--- src/exposure_seq_pkg.sv ---
package exposure_seq_pkg;

	// Register byte offsets on the AHB-Lite slave.
	localparam logic [7:0] off_ctrl      = 8'h00;
	localparam logic [7:0] off_images    = 8'h04;
	localparam logic [7:0] off_exptime   = 8'h08;
	localparam logic [7:0] off_period    = 8'h0c;
	localparam logic [7:0] off_delay     = 8'h10;
	localparam logic [7:0] off_expframe  = 8'h14;
	localparam logic [7:0] off_status    = 8'h18;
	localparam logic [7:0] off_imgnum    = 8'h1c;

	// Control register fields.
	localparam int ctrl_mode_lsb = 0;
	localparam int ctrl_arm_bit  = 2;
	localparam int ctrl_stop_bit = 3;

	// Values after reset.
	localparam logic [31:0] images_rst   = 32'h0000_0001;
	localparam logic [31:0] exptime_rst  = 32'h0000_0001;
	localparam logic [31:0] period_rst   = 32'h0004_93e4;
	localparam logic [31:0] delay_rst    = 32'h0000_0000;
	localparam logic [31:0] expframe_rst = 32'h0000_0001;

	// Least readout time in ns and its cycle count at 100 MHz.
	localparam longint readout_min_ns = 3000000;
	localparam longint clk_period_ns  = 10;
	localparam logic [31:0] readout_min_cyc =
		32'((readout_min_ns + clk_period_ns - 1) / clk_period_ns);

	typedef enum logic [1:0] {
		mode_single,
		mode_multi,
		mode_enable
	} acq_mode_t;

	typedef enum logic [2:0] {
		st_idle,
		st_armed,
		st_delay,
		st_expose,
		st_gap,
		st_readout,
		st_period
	} seq_state_t;

	// Exposure and readout strobes towards the pixel counters.
	typedef struct packed {
		logic        counting;
		logic        readout;
		logic        frame_done;
		logic [31:0] image_number;
	} counter_ctrl_t;

endpackage

--- src/external_exposure_sequencer.sv ---
// Register access over AHB-Lite and the register offsets are this design's own decisions.
`timescale 1ns/1ps
module external_exposure_sequencer
	import exposure_seq_pkg::*;
#(
	parameter int cnt_w = 32
) (
	input  wire logic        hclk,
	input  wire logic        hresetn,
	input  wire logic        hsel,
	input  wire logic [31:0] haddr,
	input  wire logic [1:0]  htrans,
	input  wire logic        hwrite,
	input  wire logic [2:0]  hsize,
	input  wire logic [31:0] hwdata,
	input  wire logic        hready,
	output logic [31:0]      hrdata,
	output logic             hreadyout,
	output logic             hresp,
	input  wire logic        trigger_in,
	output counter_ctrl_t    ctr,
	output logic             counter_gate
);

	// Software settings.
	logic [1:0]       mode_r;
	logic [cnt_w-1:0] images_r;
	logic [cnt_w-1:0] exptime_r;
	logic [cnt_w-1:0] period_r;
	logic [cnt_w-1:0] delay_r;
	logic [cnt_w-1:0] expframe_r;
	logic             arm_r;
	logic             stop_r;

	// Settings captured at arm so mid-series writes do not disturb timing.
	logic [1:0]       amode_r;
	logic [cnt_w-1:0] aimages_r;
	logic [cnt_w-1:0] aexp_r;
	logic [cnt_w-1:0] aper_r;
	logic [cnt_w-1:0] adelay_r;
	logic [cnt_w-1:0] aframe_r;

	seq_state_t       state_r;
	logic [cnt_w-1:0] timer_r;
	logic [cnt_w-1:0] ptimer_r;
	logic [cnt_w-1:0] img_cnt_r;
	logic [cnt_w-1:0] exp_cnt_r;
	logic [31:0]      img_num_r;
	logic             trig_s1_r;
	logic             trig_s2_r;
	logic             trig_d_r;
	logic             trig_rise;
	logic             trig_fall;

	// AHB-Lite address phase capture.
	logic             dp_wr_r;
	logic             dp_rd_r;
	logic [7:0]       dp_addr_r;
	logic             take;

	// A transfer is taken only when the slot is selected, the bus is ready
	// and the master drives a NONSEQ or SEQ code. BUSY and IDLE codes fall
	// through without side effects, so a master that parks on this slave
	// cannot write a register by accident.
	// The slave never stretches a transfer: every register is a plain flop,
	// so there is nothing to wait for and hreadyout stays high throughout.
	assign take = hsel & hready & htrans[1];
	assign hreadyout = 1'b1;
	assign hresp = 1'b0;

	// Address phase is held for exactly one data phase.
	always_ff @(posedge hclk or negedge hresetn) begin
		if (!hresetn) begin
			dp_wr_r   <= 1'b0;
			dp_rd_r   <= 1'b0;
			dp_addr_r <= 8'h00;
		end else begin
			dp_wr_r   <= take & hwrite;
			dp_rd_r   <= take & ~hwrite;
			dp_addr_r <= haddr[7:0];
		end
	end

	// Register writes land at the end of the data phase, when hwdata stands.
	// Arm and stop last one cycle only, so a second write of the same value
	// is needed to re-arm; software never has to clear them itself.
	// Mode is kept apart from arm so that a new mode can be chosen without
	// starting a series, and arm then picks it up.
	// Register writes; arm and stop are self-clearing pulses.
	always_ff @(posedge hclk or negedge hresetn) begin
		if (!hresetn) begin
			mode_r     <= 2'h0;
			images_r   <= cnt_w'(images_rst);
			exptime_r  <= cnt_w'(exptime_rst);
			period_r   <= cnt_w'(period_rst);
			delay_r    <= cnt_w'(delay_rst);
			expframe_r <= cnt_w'(expframe_rst);
			arm_r      <= 1'b0;
			stop_r     <= 1'b0;
		end else begin
			arm_r  <= 1'b0;
			stop_r <= 1'b0;
			if (dp_wr_r) begin
				if (dp_addr_r == off_ctrl) begin
					mode_r <= hwdata[ctrl_mode_lsb +: 2];
					arm_r  <= hwdata[ctrl_arm_bit];
					stop_r <= hwdata[ctrl_stop_bit];
				end else if (dp_addr_r == off_images) begin
					images_r <= cnt_w'(hwdata);
				end else if (dp_addr_r == off_exptime) begin
					exptime_r <= cnt_w'(hwdata);
				end else if (dp_addr_r == off_period) begin
					period_r <= cnt_w'(hwdata);
				end else if (dp_addr_r == off_delay) begin
					delay_r <= cnt_w'(hwdata);
				end else if (dp_addr_r == off_expframe) begin
					expframe_r <= cnt_w'(hwdata);
				end
			end
		end
	end

	// The read word is formed in the address phase and registered, so it is
	// steady through the whole data phase. Status and image number are live
	// values; a read racing a state change returns the value of the cycle
	// in which the address was taken.
	// Read mux; unmapped addresses read as zero.
	always_ff @(posedge hclk or negedge hresetn) begin
		if (!hresetn) begin
			hrdata <= 32'h0000_0000;
		end else if (take & ~hwrite) begin
			if (haddr[7:0] == off_ctrl) begin
				hrdata <= {30'h0, mode_r};
			end else if (haddr[7:0] == off_images) begin
				hrdata <= 32'(images_r);
			end else if (haddr[7:0] == off_exptime) begin
				hrdata <= 32'(exptime_r);
			end else if (haddr[7:0] == off_period) begin
				hrdata <= 32'(period_r);
			end else if (haddr[7:0] == off_delay) begin
				hrdata <= 32'(delay_r);
			end else if (haddr[7:0] == off_expframe) begin
				hrdata <= 32'(expframe_r);
			end else if (haddr[7:0] == off_status) begin
				hrdata <= {29'h0, state_r};
			end else if (haddr[7:0] == off_imgnum) begin
				hrdata <= img_num_r;
			end else begin
				hrdata <= 32'h0000_0000;
			end
		end
	end

	// The trigger pin is asynchronous to hclk. Reading it straight into the
	// state logic could let two branches see different values in one cycle,
	// so timed modes use only the synchronised copy. This costs two to
	// three cycles of latency and one cycle of jitter on the exposure start.
	// Trigger pin passes three flops; edges are taken from the second and third.
	always_ff @(posedge hclk or negedge hresetn) begin
		if (!hresetn) begin
			trig_s1_r <= 1'b0;
			trig_s2_r <= 1'b0;
			trig_d_r  <= 1'b0;
		end else begin
			trig_s1_r <= trigger_in;
			trig_s2_r <= trig_s1_r;
			trig_d_r  <= trig_s2_r;
		end
	end

	assign trig_rise = trig_s2_r & ~trig_d_r;
	assign trig_fall = ~trig_s2_r & trig_d_r;

	// Zero and one are both treated as a single unit.
	function automatic logic [cnt_w-1:0] at_least_one(
		input logic [cnt_w-1:0] v
	);
		at_least_one = (v == '0) ? cnt_w'(1) : v;
	endfunction

	// Readout time is period minus exposure, never below the minimum.
	function automatic logic [cnt_w-1:0] readout_len(
		input logic [cnt_w-1:0] per,
		input logic [cnt_w-1:0] exp
	);
		logic [cnt_w-1:0] r;
		r = (per > exp) ? per - exp : '0;
		readout_len = (r < cnt_w'(readout_min_cyc)) ?
			cnt_w'(readout_min_cyc) : r;
	endfunction

	// Stop wins over arm, and both win over the running sequence, so a
	// software abort always takes effect on the next edge.
	// The exposure timer counts down to zero and holds there; the period
	// timer runs alongside it so the next single-mode cycle starts on the
	// period boundary whatever the readout took.
	// Settings are latched at arm, so writes during a series wait for the
	// next arm before they change anything.
	// Sequencer: one process for state, timers and image numbering.
	always_ff @(posedge hclk or negedge hresetn) begin
		if (!hresetn) begin
			state_r   <= st_idle;
			amode_r   <= 2'h0;
			aimages_r <= '0;
			aexp_r    <= '0;
			aper_r    <= '0;
			adelay_r  <= '0;
			aframe_r  <= '0;
			timer_r   <= '0;
			ptimer_r  <= '0;
			img_cnt_r <= '0;
			exp_cnt_r <= '0;
			img_num_r <= 32'h0000_0000;
		end else if (stop_r) begin
			state_r <= st_idle;
		end else if (arm_r) begin
			// Latch settings as cycle counts and restart numbering.
			amode_r   <= mode_r;
			aimages_r <= at_least_one(images_r);
			aexp_r    <= at_least_one(exptime_r);
			aper_r    <= period_r;
			adelay_r  <= delay_r;
			aframe_r  <= at_least_one(expframe_r);
			img_cnt_r <= '0;
			exp_cnt_r <= '0;
			img_num_r <= 32'h0000_0001;
			state_r   <= st_armed;
		end else begin
			if (timer_r != '0) begin
				timer_r <= timer_r - cnt_w'(1);
			end
			if (ptimer_r != '0) begin
				ptimer_r <= ptimer_r - cnt_w'(1);
			end
			case (state_r)
				st_idle: begin
				end
				st_armed: begin
					// Enable mode ignores delay, exposure time and period.
					if (amode_r == mode_enable) begin
						if (trig_rise) begin
							state_r <= st_expose;
						end
					end else if (trig_rise) begin
						if (adelay_r == '0) begin
							state_r  <= st_expose;
							timer_r  <= aexp_r - cnt_w'(1);
							ptimer_r <= aexp_r + readout_len(aper_r, aexp_r)
								- cnt_w'(1);
						end else begin
							state_r <= st_delay;
							timer_r <= adelay_r - cnt_w'(1);
						end
					end
				end
				st_delay: begin
					if (timer_r == '0) begin
						state_r  <= st_expose;
						timer_r  <= aexp_r - cnt_w'(1);
						ptimer_r <= aexp_r + readout_len(aper_r, aexp_r)
							- cnt_w'(1);
					end
				end
				st_expose: begin
					// Enable mode ends on the gate; others on the timer.
					if ((amode_r == mode_enable) ? trig_fall
						: (timer_r == '0)) begin
						if (exp_cnt_r + cnt_w'(1) < aframe_r) begin
							// Bundled exposure: no readout in between.
							exp_cnt_r <= exp_cnt_r + cnt_w'(1);
							state_r   <= st_gap;
						end else begin
							exp_cnt_r <= '0;
							state_r   <= st_readout;
							timer_r   <= cnt_w'(readout_min_cyc) - cnt_w'(1);
						end
					end
				end
				st_gap: begin
					// Next exposure, of the same frame or, after a readout, of the next one.
					if (amode_r == mode_enable) begin
						if (trig_rise) begin
							state_r <= st_expose;
						end
					end else if (amode_r == mode_multi) begin
						if (trig_rise) begin
							state_r <= st_expose;
							timer_r <= aexp_r - cnt_w'(1);
						end
					end else begin
						state_r <= st_expose;
						timer_r <= aexp_r - cnt_w'(1);
					end
				end
				st_readout: begin
					// At least the readout minimum after each frame.
					if (timer_r == '0) begin
						if (img_cnt_r + cnt_w'(1) >= aimages_r) begin
							img_cnt_r <= '0;
							// Multi and enable rearm; single is done.
							state_r <= (amode_r == mode_single) ?
								st_idle : st_armed;
							if (amode_r != mode_single) begin
								img_num_r <= img_num_r + 32'h0000_0001;
							end
						end else begin
							img_cnt_r <= img_cnt_r + cnt_w'(1);
							img_num_r <= img_num_r + 32'h0000_0001;
							if (amode_r == mode_single) begin
								state_r <= st_period;
							end else if (amode_r == mode_multi) begin
								state_r <= st_gap;
							end else begin
								state_r <= st_gap;
							end
						end
					end
				end
				st_period: begin
					// Later trigger edges are not looked at here.
					if (ptimer_r == '0) begin
						state_r  <= st_expose;
						timer_r  <= aexp_r - cnt_w'(1);
						ptimer_r <= aexp_r + readout_len(aper_r, aexp_r)
							- cnt_w'(1);
					end
				end
				default: begin
					state_r <= st_idle;
				end
			endcase
		end
	end

	// This path is deliberately unsynchronised: in enable mode the pixel
	// counters must follow the gate with no clock delay. The state terms
	// only choose the source, and they change on hclk, so the gate itself
	// carries the asynchronous pin edge to the counters.
	// In enable mode the raw pin gates the counters with no clock delay while armed, exposing or in the gap; in readout the gate is low.
	assign counter_gate = (amode_r == mode_enable && (state_r == st_expose
		|| state_r == st_gap || state_r == st_armed)) ?
		trigger_in : (state_r == st_expose);

	// The strobes lag the state by one cycle; all of them share that lag,
	// so their relative timing towards the pixel array is exact.
	// Counter strobes towards the pixel array.
	always_ff @(posedge hclk or negedge hresetn) begin
		if (!hresetn) begin
			ctr <= '0;
		end else begin
			ctr.counting     <= (state_r == st_expose);
			ctr.readout      <= (state_r == st_readout);
			ctr.frame_done   <= (state_r == st_readout) && (timer_r == '0);
			ctr.image_number <= img_num_r;
		end
	end

endmodule

--- config.mk ---
export PLATFORM = sky130hd
export DESIGN_NAME = external_exposure_sequencer
export DESIGN_NICKNAME = d
export VERILOG_FILES = /design/src/exposure_seq_pkg.sv /design/src/external_exposure_sequencer.sv
export SDC_FILE = /design/constraint.sdc
export NUM_CORES = 2
export LEC_CHECK = 0
export ABC_AREA = 0
export ABC_CLOCK_PERIOD_IN_PS = 13000
export BUFFER_PORTS_ARGS = -buffer_cell sky130_fd_sc_hd__buf_2
export CAP_MARGIN = 0
export CORE_ASPECT_RATIO = 1.25
export CORE_UTILIZATION = 65
export DETAILED_ROUTE_END_ITERATION = 7
export GPL_TIMING_DRIVEN = 0
export PLACE_DENSITY_LB_ADDON = 0.1
export SYNTH_ARGS = -nofsm -noshare
export SYNTH_HDL_FRONTEND = slang
export SYNTH_SLANG_ARGS = --single-unit
--- constraint.sdc ---
create_clock -name hclk -period 13 [get_ports hclk]
set_clock_uncertainty 0.15 [all_clocks]
set_input_delay 0 -clock hclk [delete_from_list [all_inputs] [get_ports hclk]]
set_output_delay 0 -clock hclk [all_outputs]
set_load 0.01 [all_outputs]
==> impl_metrics.env <==
export IMPL_status="complete, no violations"
export IMPL_whs_ns=0.0721
export IMPL_synth_top_area_share_pct=41.9
export IMPL_htree_levels=2
export IMPL_arrival_ns=8.47
export IMPL_drtAntennaViolNets=0
export IMPL_clock_latency_ns=0.65
export IMPL_path_clk_slew_ns=0.07
export IMPL_grt_antenna_before_repair=4
export IMPL_crit_path_max_fanout=10
export IMPL_cts_sinks=568
export IMPL_syn_nets=3911
export IMPL_numPortBuffers=114
export IMPL_grt_use_met2_pct=73.9
export IMPL_ctsHoldBuffers=60
export IMPL_grt_pass1_vias=30800
export IMPL_grt_met1_usage_pct=51.3
export IMPL_totalPowerFinal_mw=4.51
export IMPL_tightest_slew_ns=1.28
export IMPL_grt_busiest_layer="met2"
export IMPL_wl_per_cell_um=25.6
export IMPL_syn_area_um2=33200
export IMPL_max_stage_delay_ns=0.69
export IMPL_final_setup_viol_count=0
export IMPL_hold_path_class="in2reg"
export IMPL_firstDrtPassIters=6
export IMPL_fin_crit_ns=8.12
export IMPL_path_class="reg2reg"
export IMPL_synth_edf_count=0
export IMPL_cts_buffers=57
export IMPL_finalCritPeriodShare_pct=62.4
export IMPL_leakage_nw=17.5
export IMPL_grt_first_pass_wirelength_um=179000
export IMPL_initial_utilization_pct=65.9
export IMPL_synthDistinctLibCells=83
export IMPL_via_count=31100
export IMPL_yosysTopAreaCell="dfrtp_1"
export IMPL_slew_viol_final=0
export IMPL_postCtsSetupRepairBufs=0
export IMPL_post_cts_resized=0
export IMPL_drt_iter0_drc=3853
export IMPL_maxCapViolations=0
export IMPL_die_area_um2=52000
export IMPL_slew_headroom_pct=14.0
export IMPL_startpoint="aper_r[0]$_DFFE_PN0P_"
export IMPL_worst_setup_path_start_kind="flop"
export IMPL_die_y_um=255
export IMPL_die_w_um=204
export IMPL_nets=4149
export IMPL_rr_startpoint="aper_r[0]$_DFFE_PN0P_"
export IMPL_root_buffer="clkbuf_16"
export IMPL_yosysWarnings=0
export IMPL_fp_coreArea_um2=50400
export IMPL_use_met3_pct=9.62
export IMPL_drive_above_1_share_pct=11.2
export IMPL_wirelength_um=118000
export IMPL_area_growth_pct=12.4
export IMPL_row_count=92
export IMPL_hpwl_um=88300
export IMPL_viasPerCell=6.75
export IMPL_synthFlopType="dfrtp_1"
export IMPL_powerDensity_nw_per_um2=121
export IMPL_crit_required_ns=13.36
export IMPL_synthCells=3669
export IMPL_seq_area_frac_synth_pct=42.8
export IMPL_grt_usage_pct=45.6
export IMPL_grt_overflow_total=0
export IMPL_ios=145
export IMPL_ys_async_sr_fraction_pct=100
export IMPL_crit_slowest_cell="a2111oi_0"
export IMPL_max_freq_mhz=123
export IMPL_syn_area_per_cell_um2=9.06
export IMPL_cts_tree="yes"
export IMPL_drc=0
export IMPL_end_kind="flop"
export IMPL_synthTopCellsByArea="dfrtp_1 (42%), nand2_1 (6.3%), ha_1 (6.2%)"
export IMPL_worstHoldStart="hsel"
export IMPL_grt_max_degree=117
export IMPL_synth_seq_cells=568
export IMPL_ctsLongestPathBuffers=3
export IMPL_finalSetupTns_ns=0
export IMPL_gp_congestion=1.05
export IMPL_hold_violations=0
export IMPL_rsz0062_at_grt="false"
export IMPL_ir_worst_vdd_v=0.000115
## logic make-up (layout without fill, tap and decap cells)
group / Yosys count / count (layout) / share of synthesized area (%)
AO/OA/AOI/OAI: 951 / 951 / 18.0
XOR/XNOR: 177 / 177 / 4.67
other: 2 / 5 / 0.0226
adder cells (fa/ha/maj): 167 / 167 / 6.33
AND/OR/NAND/NOR: 1246 / 1246 / 17.8
buffers and inverters: 381 / 665 / 4.39
flip-flops: 568 / 568 / 42.8
multiplexers: 177 / 177 / 6.02
## cell usage in the layout (no fill, tap or decap), drive strengths merged, types with 70 or more instances in the layout
cell type  count
xnor2        114
o21ai        327
buf          149
nand2        554
ha           165
nor4          70
nor2         190
dfrtp        556
mux2         164
nand3         79
clkbuf       224
inv          209
a21oi        214
## critical path: cells and delay by family (launching register included)
kind | cells | cell delay (ns)
AOI/OAI and AO/OA | 13 | 3.66
and+or+nand+nor | 5 | 1.50
adders and majority gates | 5 | 1.36
buffers and inverters | 4 | 0.61
DFF | 1 | 0.36
xor gates and xnor gates | 2 | 0.34
## cells in the mapped netlist (19+ instances only)
cell type and count:
a21o_1 54, a21oi_1 214, a221oi_1 56, a22o_1 36, a31oi_1 34, and3_1 41
clkbuf_1 146, dfrtp_1 556, ha_1 165, inv_1 206, mux2_2 164, nand2_1 554
nand2b_1 26, nand3_1 79, nand4_1 50, nor2_1 189, nor2b_1 28, nor3_1 68
nor4_1 69, o211ai_1 44, o21a_1 21, o21ai_0 322, o22ai_1 19, o31ai_1 23
or3_1 40, or4_1 24, xnor2_1 114, xor2_1 63
## power breakdown
group | internal, mW | switching, mW
Combinational | 0.308 | 0.434
Clock | 0.970 | 0.761
Sequential | 1.89 | 0.145
## through the flow
stage	cell area [um2]	worst slack, ns	std cells	util (%)
after CTS	37300	5.12	4611	74.0
after detailed placement	34800	5.15	4446	69.0
after floorplan	33200	6.85	3669	-
final	37300	4.88	4614	74.1
after global routing	37300	4.63	4612	74.0
after global placement	34600	0.642	4441	68.7
## metal layers
| metal | share of wire, % | vias up | wire (um) |
|---|---|---|---|
| li1 | - | 13600 | - |
| met1 | 34 | 14900 | 40500 |
| met2 | 47 | 1957 | 55100 |
| met3 | 9.1 | 604 | 10800 |
| met4 | 9.8 | 0 | 11500 |
| met5 | 0 | - | 0 |
## layout make-up
cell class / count / area (um2)
multi-input cells: 2720 / 17500
flip-flops and latches: 568 / 14200
fillers: 3674 / 13100
clock buffers: 78 / 1650
repair buffers: 179 / 1340
well taps: 658 / 823
inverters: 206 / 773
plain buffers: 175 / 687
clock inverters: 27 / 288
diodes: 3 / 7.51
## flip-flops by register name, indices dropped and copies added, names as in the netlist, 2 cells and up
name        count
timer_r        32
ctr            35
exptime_r      32
amode_r         2
aimages_r      32
period_r       32
state_r         3
images_r       32
img_num_r      32
img_cnt_r      32
aexp_r         32
exp_cnt_r      32
dp_addr_r       8
hrdata         32
delay_r        32
ptimer_r       32
aframe_r       32
expframe_r     32
adelay_r       32
aper_r         32
mode_r          2
## worst paths after layout
check / end / slack, ns / cells past startpoint
worst min register to register: trig_s2_r$_DFF_PN0_ / 0.22 / 0
min in group asynchronous: timer_r[29]$_DFFE_PN0P_ / 0.35 / 4
worst max register to register: ptimer_r[31]$_DFFE_PN0P_ / 4.88 / 29
worst max-delay path: ptimer_r[31]$_DFFE_PN0P_ / 4.88 / 29
worst min-delay path: dp_wr_r$_DFF_PN0_ / 0.07 / 3
max in group asynchronous: img_num_r[23]$_DFFE_PN0P_ / 10.76 / 6
No activity file was read; power rests on OpenSTA's default activity.
